`config.mk`:
```
export PLATFORM = sky130hd
export DESIGN_NAME = drive_control_state_machine
export DESIGN_NICKNAME = d
export VERILOG_FILES = /design/src/drive_control_pkg.sv /design/src/drive_control_state_machine.sv /design/src/start_source_select.sv /design/src/target_window_compare.sv
export SDC_FILE = /design/constraint.sdc
export NUM_CORES = 1
export LEC_CHECK = 0
export BUFFER_PORTS_ARGS = -buffer_cell sky130_fd_sc_hd__buf_4
export CAP_MARGIN = 20
export CORE_AREA = 2 2 96 98
export DETAILED_ROUTE_END_ITERATION = 12
export DIE_AREA = 0 0 98 100
export PLACE_DENSITY = 0.83
export RECOVER_POWER = 25
export REMOVE_ABC_BUFFERS = 1
export SLEW_MARGIN = 15
export SYNTH_ARGS = -nofsm -noshare
export SYNTH_HDL_FRONTEND = slang
export SYNTH_HIERARCHICAL = 1
export SYNTH_SLANG_ARGS = --single-unit
```
`constraint.sdc`:
```
create_clock -name core_clk -period 3.1 [get_ports core_clk]
set_clock_uncertainty 0.2 [all_clocks]
set_input_delay 0 -clock core_clk [delete_from_list [all_inputs] [get_ports core_clk]]
set_output_delay 0 -clock core_clk [all_outputs]
set_load 0.01 [all_outputs]
```
`src/drive_control_pkg.sv`:
```
// shared constants, types and codes of the drive control state machine
package drive_control_pkg;

  // ------------------------------
  // word layout
  // ------------------------------
  localparam int WORD_W = 16;

  localparam int CMD_SWITCH_ON    = 0;
  localparam int CMD_EN_VOLTAGE   = 1;
  localparam int CMD_QUICK_STOP_N = 2;
  localparam int CMD_EN_OPERATION = 3;
  localparam int CMD_MODE_LO      = 4;
  localparam int CMD_MODE_HI      = 6;
  localparam int CMD_FAULT_RESET  = 7;
  localparam int CMD_HALT         = 8;
  localparam int CMD_MODE_NINE    = 9;
  localparam int CMD_MFR_LO       = 12;
  localparam int CMD_MFR_HI       = 15;

  localparam int STS_STATE_HI     = 6;
  localparam int STS_FAULT        = 3;
  localparam int STS_VOLTAGE      = 4;
  localparam int STS_WARNING      = 7;
  localparam int STS_REMOTE       = 9;
  localparam int STS_TARGET       = 10;
  localparam int STS_LIMIT        = 11;
  localparam int STS_MODE_LO      = 12;
  localparam int STS_MODE_HI      = 13;
  localparam int STS_WARNING_TWO  = 15;

  // ------------------------------
  // command patterns on bits 3..0
  // ------------------------------
  localparam logic [3:0] CMD_LOW_MASK      = 4'h7;
  localparam logic [3:0] CMD_SHUTDOWN_PAT  = 4'h6;
  localparam logic [3:0] CMD_SHUTDOWN_MASK = 4'h7;
  localparam logic [3:0] CMD_SWITCH_ON_PAT = 4'h7;
  localparam logic [3:0] CMD_ENABLE_PAT    = 4'hf;

  // ------------------------------
  // state report patterns on bits 6..0
  // ------------------------------
  localparam logic [6:0] RPT_SWITCH_ON_DIS = 7'h40;
  localparam logic [6:0] RPT_READY         = 7'h21;
  localparam logic [6:0] RPT_SWITCHED_ON   = 7'h33;
  localparam logic [6:0] RPT_OP_ENABLED    = 7'h37;
  localparam logic [6:0] RPT_QUICK_STOP    = 7'h07;
  localparam logic [6:0] RPT_FAULT_REACT   = 7'h0f;
  localparam logic [6:0] RPT_FAULT         = 7'h08;

  // ------------------------------
  // settings
  // ------------------------------
  localparam logic [7:0] LOCAL_REMOTE_STATE_MACHINE = 8'h01;

  typedef enum logic [1:0] {
    TIE_WIRED = 2'h0,
    TIE_ON    = 2'h1,
    TIE_OFF   = 2'h2
  } tie_mode_type;

  typedef enum logic [2:0] {
    ST_SWITCH_ON_DIS = 3'h0,
    ST_READY         = 3'h1,
    ST_SWITCHED_ON   = 3'h3,
    ST_OP_ENABLED    = 3'h2,
    ST_QUICK_STOP    = 3'h6,
    ST_FAULT_REACT   = 3'h7,
    ST_FAULT         = 3'h5
  } drive_state_type;

  typedef struct packed {
    logic warning;
    logic limit_active;
    logic warning_two;
    logic mode_bit_lo;
    logic mode_bit_hi;
  } drive_flags_type;

  typedef struct packed {
    logic       halt;
    logic       mode_nine;
    logic [2:0] mode_bits;
    logic [3:0] mfr_bits;
  } motion_bits_type;

endpackage

```
`src/drive_control_state_machine.sv`:
```
// drive control state machine: command word decode and state report
//
// Behaviour
// (RL1) command word acts only in state machine mode
// (RL2) command word bit positions per field
// (RL3) switched on 0x33, enabled 0x37, fault bit3
// (RL4) decode shutdown, switch on, enable, disable
// (RL5) disable voltage, quick stop, fault reset edge
// (RL6) switch on needs voltage enabled bit
// (RL7) enable operation waits for torque release
// (RL8) release withdrawn drops enabled to switched on
// (RL9) non-motion enable needs release and start input
// (RL10) non-motion enable also needs voltage enabled
// (RL11) start inputs can be tied on or off
// (RL12) motion: movement needs extra high byte start
// (RL13) motion: release needed, start inputs ignored
// (RL14) mode bits and halt only in motion
// (RL15) status bits 12,13 only in positioning
// (RL16) status bit 4 mirrors mains voltage
// (RL17) status bit 7 shows internal warning
// (RL18) bit 10 target reached within tolerance
// (RL19) bit 11 internal limit active
// (RL20) bit 15 delayed warning before trip
// (RL21) encode remaining states in bits 6..0
// (RL22) bit 9 remote with mode and release
// (RL23) previous fault reset bit kept; reset state
// (RL24) one transition per clock, report next cycle
module drive_control_state_machine #(
  parameter int W = drive_control_pkg::WORD_W
) (
  input  wire logic                               core_clk,
  input  wire logic                               rstn,
  input  wire logic [W-1:0]                       cyclic_word_one,
  input  wire logic                               cyclic_word_valid,
  input  wire logic [7:0]                         local_remote_sel,
  input  wire logic                               motion_config,
  input  wire logic                               torque_release_in_a,
  input  wire logic                               torque_release_in_b,
  input  wire logic                               start_clockwise_in,
  input  wire logic                               start_anticlockwise_in,
  input  wire drive_control_pkg::tie_mode_type    tie_mode_clockwise,
  input  wire drive_control_pkg::tie_mode_type    tie_mode_anticlockwise,
  input  wire logic                               mains_present,
  input  wire logic                               fault_trip,
  input  wire logic                               fault_reaction_done,
  input  wire logic                               quick_stop_done,
  input  wire drive_control_pkg::drive_flags_type drive_flags,
  input  wire logic [W-1:0]                       actual_value,
  input  wire logic [W-1:0]                       reference_value,
  input  wire logic [W-1:0]                       target_tolerance,
  input  wire logic                               power_fail_zero,
  output logic [W-1:0]                            drive_command_word,
  output logic [W-1:0]                            drive_state_report_word,
  output drive_control_pkg::motion_bits_type      motion_bits,
  output logic                                    operation_enabled,
  output logic                                    motion_command_interface_armed
);

  // ------------------------------
  // reset release
  // ------------------------------
  logic rst_meta_reg;
  logic rst_n;

  always_ff @(posedge core_clk or negedge rstn) begin
    if (!rstn) begin
      rst_meta_reg <= 1'b0;
      rst_n        <= 1'b0;
    end else begin
      rst_meta_reg <= 1'b1;
      rst_n        <= rst_meta_reg;
    end
  end

  // ------------------------------
  // decoding helpers
  // ------------------------------
  function automatic logic cmd_match(input logic [3:0] low,
                                     input logic [3:0] pat,
                                     input logic [3:0] mask);
    cmd_match = ((low & mask) == (pat & mask));
  endfunction

  function automatic logic [6:0] state_report(input drive_control_pkg::drive_state_type st);
    case (st) // see (RL21)
      drive_control_pkg::ST_SWITCH_ON_DIS: state_report = drive_control_pkg::RPT_SWITCH_ON_DIS;
      drive_control_pkg::ST_READY:         state_report = drive_control_pkg::RPT_READY;
      drive_control_pkg::ST_SWITCHED_ON:   state_report = drive_control_pkg::RPT_SWITCHED_ON; // see (RL3)
      drive_control_pkg::ST_OP_ENABLED:    state_report = drive_control_pkg::RPT_OP_ENABLED; // see (RL3)
      drive_control_pkg::ST_QUICK_STOP:    state_report = drive_control_pkg::RPT_QUICK_STOP;
      drive_control_pkg::ST_FAULT_REACT:   state_report = drive_control_pkg::RPT_FAULT_REACT; // see (RL3)
      drive_control_pkg::ST_FAULT:         state_report = drive_control_pkg::RPT_FAULT; // see (RL3)
      default:                             state_report = drive_control_pkg::RPT_SWITCH_ON_DIS;
    endcase
  endfunction

  // ------------------------------
  // command word capture
  // ------------------------------
  logic [W-1:0] cmd_reg;
  logic         fresh_reg;
  logic         fault_reset_prev_reg;

  always_ff @(posedge core_clk or negedge rst_n) begin
    if (!rst_n) begin
      cmd_reg   <= '0;
      fresh_reg <= 1'b0;
    end else begin
      fresh_reg <= cyclic_word_valid; // see (RL24)
      if (cyclic_word_valid) begin
        cmd_reg <= cyclic_word_one;
      end
    end
  end

  // previous bit kept every clock so that one edge resets once
  always_ff @(posedge core_clk or negedge rst_n) begin
    if (!rst_n) begin
      fault_reset_prev_reg <= 1'b0;
    end else begin
      fault_reset_prev_reg <= cmd_reg[drive_control_pkg::CMD_FAULT_RESET]; // see (RL23)
    end
  end

  assign drive_command_word = cmd_reg;

  // ------------------------------
  // start sources and target detection
  // ------------------------------
  logic [1:0]                       start_sel;
  drive_control_pkg::tie_mode_type  tie_modes [2];
  logic                             target_reached;

  assign tie_modes[0] = tie_mode_clockwise;
  assign tie_modes[1] = tie_mode_anticlockwise;

  start_source_select #(
    .N         (2)
  ) u_start_sel (
    .core_clk  (core_clk),
    .rst_n     (rst_n),
    .raw_in    ({start_anticlockwise_in, start_clockwise_in}),
    .tie_mode  (tie_modes),
    .start_out (start_sel)
  );

  target_window_compare #(
    .W               (W)
  ) u_target (
    .core_clk        (core_clk),
    .rst_n           (rst_n),
    .actual_value    (actual_value),
    .reference_value (reference_value),
    .tolerance       (target_tolerance),
    .power_fail_zero (power_fail_zero),
    .reached         (target_reached)
  );

  // ------------------------------
  // command decode
  // ------------------------------
  logic [3:0] low_bits;
  logic       sm_mode;
  logic       act;
  logic       do_shutdown;
  logic       do_switch_on;
  logic       do_enable;
  logic       do_disable_voltage;
  logic       do_quick_stop;
  logic       do_fault_reset;
  logic       hw_release;
  logic       enable_allowed;

  assign low_bits = cmd_reg[3:0];
  assign sm_mode  = (local_remote_sel == drive_control_pkg::LOCAL_REMOTE_STATE_MACHINE);
  assign act      = sm_mode & fresh_reg; // see (RL1) see (RL24)

  // bit 7 is a don't care for these patterns
  assign do_shutdown = act & cmd_match(low_bits, drive_control_pkg::CMD_SHUTDOWN_PAT,
                                       drive_control_pkg::CMD_SHUTDOWN_MASK); // see (RL4)
  assign do_switch_on = act & cmd_match(low_bits, drive_control_pkg::CMD_SWITCH_ON_PAT,
                                        drive_control_pkg::CMD_ENABLE_PAT); // see (RL4)
  assign do_enable = act & cmd_match(low_bits, drive_control_pkg::CMD_ENABLE_PAT,
                                     drive_control_pkg::CMD_ENABLE_PAT); // see (RL4)
  assign do_disable_voltage = act & ~cmd_reg[drive_control_pkg::CMD_EN_VOLTAGE]; // see (RL5) see (RL2)
  assign do_quick_stop = act & cmd_reg[drive_control_pkg::CMD_EN_VOLTAGE]
                       & ~cmd_reg[drive_control_pkg::CMD_QUICK_STOP_N]; // see (RL5)
  // edge is looked at every clock, a word repeat cannot re-trigger it
  assign do_fault_reset = sm_mode & cmd_reg[drive_control_pkg::CMD_FAULT_RESET]
                        & ~fault_reset_prev_reg; // see (RL5)

  assign hw_release = torque_release_in_a & torque_release_in_b;

  // motion needs only the release
  assign enable_allowed = motion_config ? hw_release // see (RL13)
                        : (hw_release & (|start_sel) & mains_present); // see (RL9) see (RL10)

  // ------------------------------
  // state register
  // ------------------------------
  drive_control_pkg::drive_state_type state_reg;
  drive_control_pkg::drive_state_type state_next;

  always_comb begin
    state_next = state_reg;
    if (fault_trip &&
        state_reg != drive_control_pkg::ST_FAULT_REACT &&
        state_reg != drive_control_pkg::ST_FAULT) begin
      state_next = drive_control_pkg::ST_FAULT_REACT;
    end else begin
      case (state_reg)
        drive_control_pkg::ST_SWITCH_ON_DIS: begin
          if (do_shutdown) begin
            state_next = drive_control_pkg::ST_READY;
          end
        end
        drive_control_pkg::ST_READY: begin
          if (do_disable_voltage || do_quick_stop) begin
            state_next = drive_control_pkg::ST_SWITCH_ON_DIS; // see (RL5)
          end else if (do_switch_on && mains_present) begin
            state_next = drive_control_pkg::ST_SWITCHED_ON; // see (RL6)
          end
        end
        drive_control_pkg::ST_SWITCHED_ON: begin
          if (do_disable_voltage || do_quick_stop) begin
            state_next = drive_control_pkg::ST_SWITCH_ON_DIS;
          end else if (do_shutdown) begin
            state_next = drive_control_pkg::ST_READY;
          end else if (do_enable && enable_allowed) begin
            state_next = drive_control_pkg::ST_OP_ENABLED; // see (RL7)
          end
        end
        drive_control_pkg::ST_OP_ENABLED: begin
          if (do_disable_voltage) begin
            state_next = drive_control_pkg::ST_SWITCH_ON_DIS;
          end else if (do_quick_stop) begin
            state_next = drive_control_pkg::ST_QUICK_STOP;
          end else if (do_shutdown) begin
            state_next = drive_control_pkg::ST_READY;
          end else if (do_switch_on || !hw_release) begin
            state_next = drive_control_pkg::ST_SWITCHED_ON; // see (RL8)
          end
        end
        drive_control_pkg::ST_QUICK_STOP: begin
          if (do_disable_voltage || quick_stop_done) begin
            state_next = drive_control_pkg::ST_SWITCH_ON_DIS;
          end
        end
        drive_control_pkg::ST_FAULT_REACT: begin
          if (fault_reaction_done) begin
            state_next = drive_control_pkg::ST_FAULT;
          end
        end
        drive_control_pkg::ST_FAULT: begin
          // a pending trip holds the drive in fault
          if (do_fault_reset && !fault_trip) begin
            state_next = drive_control_pkg::ST_SWITCH_ON_DIS; // see (RL5)
          end
        end
        default: state_next = drive_control_pkg::ST_SWITCH_ON_DIS;
      endcase
    end
  end

  always_ff @(posedge core_clk or negedge rst_n) begin
    if (!rst_n) begin
      state_reg <= drive_control_pkg::ST_SWITCH_ON_DIS; // see (RL23)
    end else begin
      state_reg <= state_next; // see (RL24)
    end
  end

  // ------------------------------
  // state report word
  // ------------------------------
  logic [W-1:0] report_next;

  always_comb begin
    report_next                                 = '0;
    report_next[drive_control_pkg::STS_STATE_HI:0] = state_report(state_reg);
    report_next[drive_control_pkg::STS_VOLTAGE]     = mains_present; // see (RL16)
    report_next[drive_control_pkg::STS_WARNING]     = drive_flags.warning; // see (RL17)
    report_next[drive_control_pkg::STS_REMOTE]      = sm_mode & hw_release; // see (RL22)
    report_next[drive_control_pkg::STS_TARGET]      = target_reached; // see (RL18)
    report_next[drive_control_pkg::STS_LIMIT]       = drive_flags.limit_active; // see (RL19)
    report_next[drive_control_pkg::STS_MODE_LO]     = motion_config & drive_flags.mode_bit_lo; // see (RL15)
    report_next[drive_control_pkg::STS_MODE_HI]     = motion_config & drive_flags.mode_bit_hi; // see (RL15)
    report_next[drive_control_pkg::STS_WARNING_TWO] = drive_flags.warning_two; // see (RL20)
  end

  always_ff @(posedge core_clk or negedge rst_n) begin
    if (!rst_n) begin
      drive_state_report_word <= {{(W-7){1'b0}}, drive_control_pkg::RPT_SWITCH_ON_DIS};
    end else begin
      drive_state_report_word <= report_next; // see (RL24)
    end
  end

  // ------------------------------
  // motion side outputs
  // ------------------------------
  always_ff @(posedge core_clk or negedge rst_n) begin
    if (!rst_n) begin
      motion_bits <= '0;
    end else if (motion_config && sm_mode) begin
      motion_bits.halt      <= cmd_reg[drive_control_pkg::CMD_HALT]; // see (RL14)
      motion_bits.mode_nine <= cmd_reg[drive_control_pkg::CMD_MODE_NINE];
      motion_bits.mode_bits <= cmd_reg[drive_control_pkg::CMD_MODE_HI:drive_control_pkg::CMD_MODE_LO];
      motion_bits.mfr_bits  <= cmd_reg[drive_control_pkg::CMD_MFR_HI:drive_control_pkg::CMD_MFR_LO];
    end else begin
      motion_bits <= '0; // see (RL14)
    end
  end

  always_ff @(posedge core_clk or negedge rst_n) begin
    if (!rst_n) begin
      operation_enabled              <= 1'b0;
      motion_command_interface_armed <= 1'b0;
    end else begin
      operation_enabled <= (state_reg == drive_control_pkg::ST_OP_ENABLED);
      // high byte start is decoded downstream
      motion_command_interface_armed <= motion_config &
                                        (state_reg == drive_control_pkg::ST_OP_ENABLED); // see (RL12)
    end
  end

endmodule // drive_control_state_machine

```
`src/start_source_select.sv`:
```
// start input selection: wired input or tied on or off per input
module start_source_select #(
  parameter int N = 2
) (
  input  wire logic                                 core_clk,
  input  wire logic                                 rst_n,
  input  wire logic [N-1:0]                         raw_in,
  input  wire drive_control_pkg::tie_mode_type      tie_mode [N],
  output logic      [N-1:0]                         start_out
);

  // ------------------------------
  // per input selection
  // ------------------------------
  genvar g;
  generate
    for (g = 0; g < N; g++) begin : gen_src
      always_ff @(posedge core_clk or negedge rst_n) begin
        if (!rst_n) begin
          start_out[g] <= 1'b0;
        end else begin
          case (tie_mode[g]) // see (RL11)
            drive_control_pkg::TIE_WIRED: start_out[g] <= raw_in[g];
            drive_control_pkg::TIE_ON:    start_out[g] <= 1'b1;
            drive_control_pkg::TIE_OFF:   start_out[g] <= 1'b0;
            default:                      start_out[g] <= 1'b0;
          endcase
        end
      end
    end
  endgenerate

endmodule // start_source_select

```
`src/target_window_compare.sv`:
```
// target reached detection with a tolerance window
module target_window_compare #(
  parameter int W = 16
) (
  input  wire logic          core_clk,
  input  wire logic          rst_n,
  input  wire logic [W-1:0]  actual_value,
  input  wire logic [W-1:0]  reference_value,
  input  wire logic [W-1:0]  tolerance,
  input  wire logic          power_fail_zero,
  output logic               reached
);

  // ------------------------------
  // distance
  // ------------------------------
  logic [W-1:0] distance;

  // unsigned magnitude; signed speeds must be offset by the user
  assign distance = (actual_value >= reference_value) ?
                    W'(actual_value - reference_value) :
                    W'(reference_value - actual_value);

  always_ff @(posedge core_clk or negedge rst_n) begin
    if (!rst_n) begin
      reached <= 1'b0;
    end else begin
      reached <= (distance <= tolerance) | power_fail_zero; // see (RL18)
    end
  end

endmodule // target_window_compare

```
==> metrics.txt <==
# TYPE chip_impl_metric gauge
chip_impl_info{name="outcome",value="finished with violations"} 1
chip_impl_info{name="failed_checks",value="capacitance limit, slew limit"} 1
chip_impl_info{name="endpoint_kind",value="flip-flop"} 1
chip_impl_metric{name="ys_warn_count",unit=""} 6
chip_impl_info{name="mostFrequentLayoutCells",value="sky130_fd_sc_hd__buf_4 (136), sky130_fd_sc_hd__inv_1 (57), sky130_fd_sc_hd__dlygate4sd3_1 (56)"} 1
chip_impl_metric{name="cts_max_level",unit=""} 2
chip_impl_metric{name="drt_iter0_markers",unit=""} 173
chip_impl_metric{name="routed_wirelength",unit="µm"} 10460
chip_impl_info{name="crit_path_start",value="reference_value[0]"} 1
chip_impl_metric{name="synth.avg_cell_area",unit="µm²"} 9.297
chip_impl_metric{name="synth_async_sr_flop_share",unit="%"} 100.0
chip_impl_metric{name="worstRegToRegCells",unit=""} 5
chip_impl_metric{name="slew_viol_final",unit=""} 50
chip_impl_metric{name="multi_input_area",unit="µm²"} 2313
chip_impl_metric{name="hold_depth",unit=""} 5
chip_impl_metric{name="synth_simple_gate_area_share",unit="%"} 14.09
chip_impl_metric{name="util_after_layout",unit="%"} 64.77
chip_impl_metric{name="detail_route.drc_violations",unit=""} 0
chip_impl_metric{name="achievable-frequency",unit="MHz"} 340.4
chip_impl_metric{name="global_route.overflow_total",unit=""} 0
chip_impl_metric{name="detailedPlacementHpwl",unit="µm"} 7926
chip_impl_info{name="layout.cells.most_common",value="sky130_fd_sc_hd__buf_4"} 1
chip_impl_metric{name="cts-buffers-inserted",unit=""} 5
chip_impl_metric{name="finish.net_count",unit=""} 772
chip_impl_metric{name="synth_compound_area_share",unit="%"} 17.98
chip_impl_metric{name="die_height",unit="µm"} 100
chip_impl_metric{name="post_drt_via_cell_ratio",unit=""} 5.151
chip_impl_metric{name="yosysSeqAreaShare",unit="%"} 32.48
chip_impl_metric{name="report.final.hold_viol_count",unit=""} 0
chip_impl_metric{name="dieArea",unit="µm²"} 9800
chip_impl_metric{name="placement.io_buffers",unit=""} 134
chip_impl_metric{name="clk_path_buf_depth",unit=""} 2
chip_impl_metric{name="design.core.area",unit="µm²"} 8890
chip_impl_metric{name="num_rows",unit=""} 35
chip_impl_info{name="kind_of_path_behind_the_tightest_hold_check",value="input port to flip-flop"} 1
chip_impl_metric{name="grt_pass1_vias",unit=""} 3912
chip_impl_metric{name="chipWidth",unit="µm"} 98
chip_impl_info{name="min_to",value="state_reg[1]"} 1
chip_impl_metric{name="firstDrtPassIters",unit=""} 4
chip_impl_metric{name="regToRegSetupSlack",unit="ns"} 0.75
chip_impl_metric{name="grt_start_max_net_pins",unit=""} 50
chip_impl_info{name="clk_root_buffer_cell",value="sky130_fd_sc_hd__clkbuf_8"} 1
chip_impl_metric{name="max_stage_delay",unit="ns"} 0.39
chip_impl_metric{name="cp.arrival",unit="ns"} 2.98
chip_impl_metric{name="final.fill_count",unit=""} 755
chip_impl_metric{name="muxShareOfSynthArea",unit="%"} 7.159
chip_impl_metric{name="synth-xor-area-share",unit="%"} 3.118
chip_impl_metric{name="ant_nets",unit=""} 0
chip_impl_metric{name="post_placement_worst_setup_slack",unit="ns"} -0.1906
chip_impl_metric{name="netlist-cell-type-count",unit=""} 64
chip_impl_metric{name="tritoncts_num_sinks",unit=""} 51
chip_impl_info{name="synth_top_family_by_area",value="compound AO/OA/AOI/OAI gates"} 1
chip_impl_metric{name="routed-via-count",unit=""} 3817
chip_impl_metric{name="largest_register_ff_count",unit=""} 16
chip_impl_metric{name="timing.final.setup_violations",unit=""} 0
chip_impl_metric{name="initial_util",unit="%"} 44.24
chip_impl_metric{name="synth.ff_latch_count",unit=""} 51
chip_impl_metric{name="grt.total_usage",unit="%"} 21.15
chip_impl_metric{name="clk_transition_reported_paths",unit="ns"} 0.08
chip_impl_metric{name="synth_enable_flop_cells",unit=""} 0
chip_impl_info{name="cell_by_cell_listing_of_the_critical_path",value="buf_4 > inv_1 > ha_1 > inv_1 > fa_1 > nand3_1 > nand2_1 > a221oi_1 > buf_4 > o21a_1 > o21ai_0 > mux2i_1 > xnor2_1 > ha_1 > a21o_1 > a21o_1 > a21oi_1 > o21ai_0 > a21oi_1 > a211o_1"} 1
chip_impl_metric{name="gp_routability_congestion",unit=""} 0.9820
chip_impl_metric{name="worst_skew_pair.late_latency",unit="ns"} 0.30
chip_impl_metric{name="critical_path_peak_fanout",unit=""} 2
chip_impl_info{name="critical-path-slowest-cell",value="sky130_fd_sc_hd__fa_1"} 1
chip_impl_metric{name="worst_ir_drop_vdd",unit="mV"} 0.2689
chip_impl_metric{name="wire_per_inst",unit="µm"} 14.11
chip_impl_metric{name="layout-area-overhead-vs-synth",unit="%"} 46.42
chip_impl_metric{name="area.sequential",unit="µm²"} 1277
chip_impl_metric{name="count_of_antenna_diodes_in_the_layout",unit=""} 0
chip_impl_metric{name="setup_ws",unit="ns"} 0.1625
chip_impl_info{name="ys.flop_type",value="sky130_fd_sc_hd__dfrtp_1"} 1
chip_impl_metric{name="cp.required",unit="ns"} 3.14
chip_impl_metric{name="netlist_instances",unit=""} 423
chip_impl_metric{name="drive_gt1_share",unit="%"} 28.10
chip_impl_metric{name="placed_cell_area",unit="µm²"} 5175
chip_impl_metric{name="worst_slew_margin_rel",unit="%"} -23.28
chip_impl_info{name="tritoncts",value="done"} 1
chip_impl_metric{name="p_per_area",unit="nW/µm²"} 411.3
chip_impl_info{name="holdCritStartpoint",value="local_remote_sel[2]"} 1
chip_impl_metric{name="grt_antenna_before_repair",unit=""} 0
chip_impl_metric{name="io_pins",unit=""} 137
chip_impl_metric{name="stdcell_area",unit="µm²"} 5758
chip_impl_info{name="grt_setup_unrepaired",value="no"} 1
chip_impl_metric{name="power_leakage",unit="µW"} 0.002909
chip_impl_metric{name="arithmetic_cell_share_of_the_synthesized_area_counting_full_adders_half_adders_and_majority_gates",unit="%"} 15.97
chip_impl_info{name="timing.critical_path.from_type",value="input port"} 1
chip_impl_info{name="reg2reg_from",value="state_reg[1]"} 1
chip_impl_metric{name="fin_crit",unit="ns"} 2.938
chip_impl_metric{name="cap_violations",unit=""} 1
chip_impl_metric{name="max_slew.worst_pin.slew",unit="ns"} 1.849
chip_impl_metric{name="syn_area",unit="µm²"} 3933
chip_impl_metric{name="grt_first_pass_wirelength",unit="µm"} 17230
chip_impl_info{name="regToRegEndpoint",value="state_reg[2]"} 1
chip_impl_metric{name="final_min_period_over_clock_period",unit="%"} 94.76
chip_impl_info{name="timing_worst_setup_path_type",value="input port to flip-flop"} 1
==> stage by stage <==
step	TNS, ns	hold WS [ns]	cells	total power [µW]
3_5_place_dp	-0.1906	-0.4133	677	1864
2_1_floorplan	-0.1861	-0.4956	401	1443
6_report	0	0.05843	741	2368
3_3_place_gp	-0.09970	-0.4171	677	1822
5_1_grt	0	0.07779	741	2535
4_1_cts	0	0.04380	741	2401
==> report_power, final <==
group	switching [µW]	internal, µW	total, µW	leakage, µW
clock network	209	240	450	0.0000581
logic	496	552	1050	0.00223
registers	107	764	871	0.000622
total	812	1560	2370	0.00291
==> critical path, delay by kind of cell <==
family                     cells  cell delay, ns
buffers and inverters          4            0.41
muxes                          1            0.18
xor gates and xnor gates       1            0.11
adders and majority gates      3            0.74
AOI/OAI and AO/OA              9            1.37
and+or+nand+nor                2            0.17
==> synthesized netlist by cell type (3+ instances only) <==
cell,n,area (µm²)
sky130_fd_sc_hd__nor4_1,3,18.77
sky130_fd_sc_hd__mux2i_1,9,90.09
sky130_fd_sc_hd__buf_6,3,33.78
sky130_fd_sc_hd__nand2_1,21,78.83
sky130_fd_sc_hd__nor2_1,13,48.80
sky130_fd_sc_hd__inv_1,57,214.0
sky130_fd_sc_hd__and2_1,14,87.58
sky130_fd_sc_hd__a211oi_1,7,52.55
sky130_fd_sc_hd__dfrtp_1,50,1251
sky130_fd_sc_hd__buf_2,10,50.05
sky130_fd_sc_hd__o21bai_1,5,37.54
sky130_fd_sc_hd__ha_1,47,588.1
sky130_fd_sc_hd__o211ai_1,4,30.03
sky130_fd_sc_hd__nor2b_1,3,18.77
sky130_fd_sc_hd__xnor2_1,8,70.07
sky130_fd_sc_hd__a31oi_1,3,18.77
sky130_fd_sc_hd__nand2b_1,4,25.02
sky130_fd_sc_hd__mux2_2,16,180.2
sky130_fd_sc_hd__nand3b_1,3,22.52
sky130_fd_sc_hd__clkbuf_1,7,26.28
sky130_fd_sc_hd__nor3_1,6,30.03
sky130_fd_sc_hd__xor2_1,6,52.55
sky130_fd_sc_hd__nand3_1,4,20.02
sky130_fd_sc_hd__and3_1,3,18.77
sky130_fd_sc_hd__nand4_1,9,56.30
sky130_fd_sc_hd__a21o_1,11,82.58
sky130_fd_sc_hd__a21oi_1,32,160.2
sky130_fd_sc_hd__o21ai_0,16,80.08
sky130_fd_sc_hd__o21a_1,6,45.04
==> worst max-delay path by stage <==
stage / endpoint / slack (ns) / depth (start not counted)
after CTS: u_target/reached / 0.14 / 18
after floorplan: u_target/reached / -0.19 / 18
after global routing: u_target/reached / 0.01 / 20
final: u_target/reached / 0.16 / 20
after global placement: u_target/reached / -0.1 / 18
after detailed placement: u_target/reached / -0.19 / 18
==> cell families after synthesis <==
logic type | after synthesis
buffers and inverters | 80
AND/OR/NAND/NOR | 95
multiplexers | 26
other | 2
adder cells (fa/ha/maj) | 49
flip-flops | 51
XOR/XNOR | 14
AO/OA/AOI/OAI | 106
==> metal layers <==
metal	part of all wire, %	global-route usage (%)
met5	0	0
met4	1.5	4.701
met2	54	41.57
met1	39	24.57
met3	6.1	2.368
==> final cells by class <==
cell class                 instances  share of cell area [%]
clock buffer                       5                   1.195
clock inverter                     3                  0.7605
inverter                          57                   3.716
multi-input combinational        293                   40.18
sequential                        51                   22.19
tap                              111                   2.412
timing repair buffer             221                   29.55
==> what timing repair did <==
| action | 4_1_cts | 5_1_grt |
|---|---|---|
| endpoints found under the setup margin | 0 | 1 |
| hold buffers | 56 | 0 |
| resized for setup | 0 | 4 |
| endpoints found under the hold margin | 32 | 0 |
| buffers inserted | 0 | 0 |
Power figures use the tool's default switching activity.
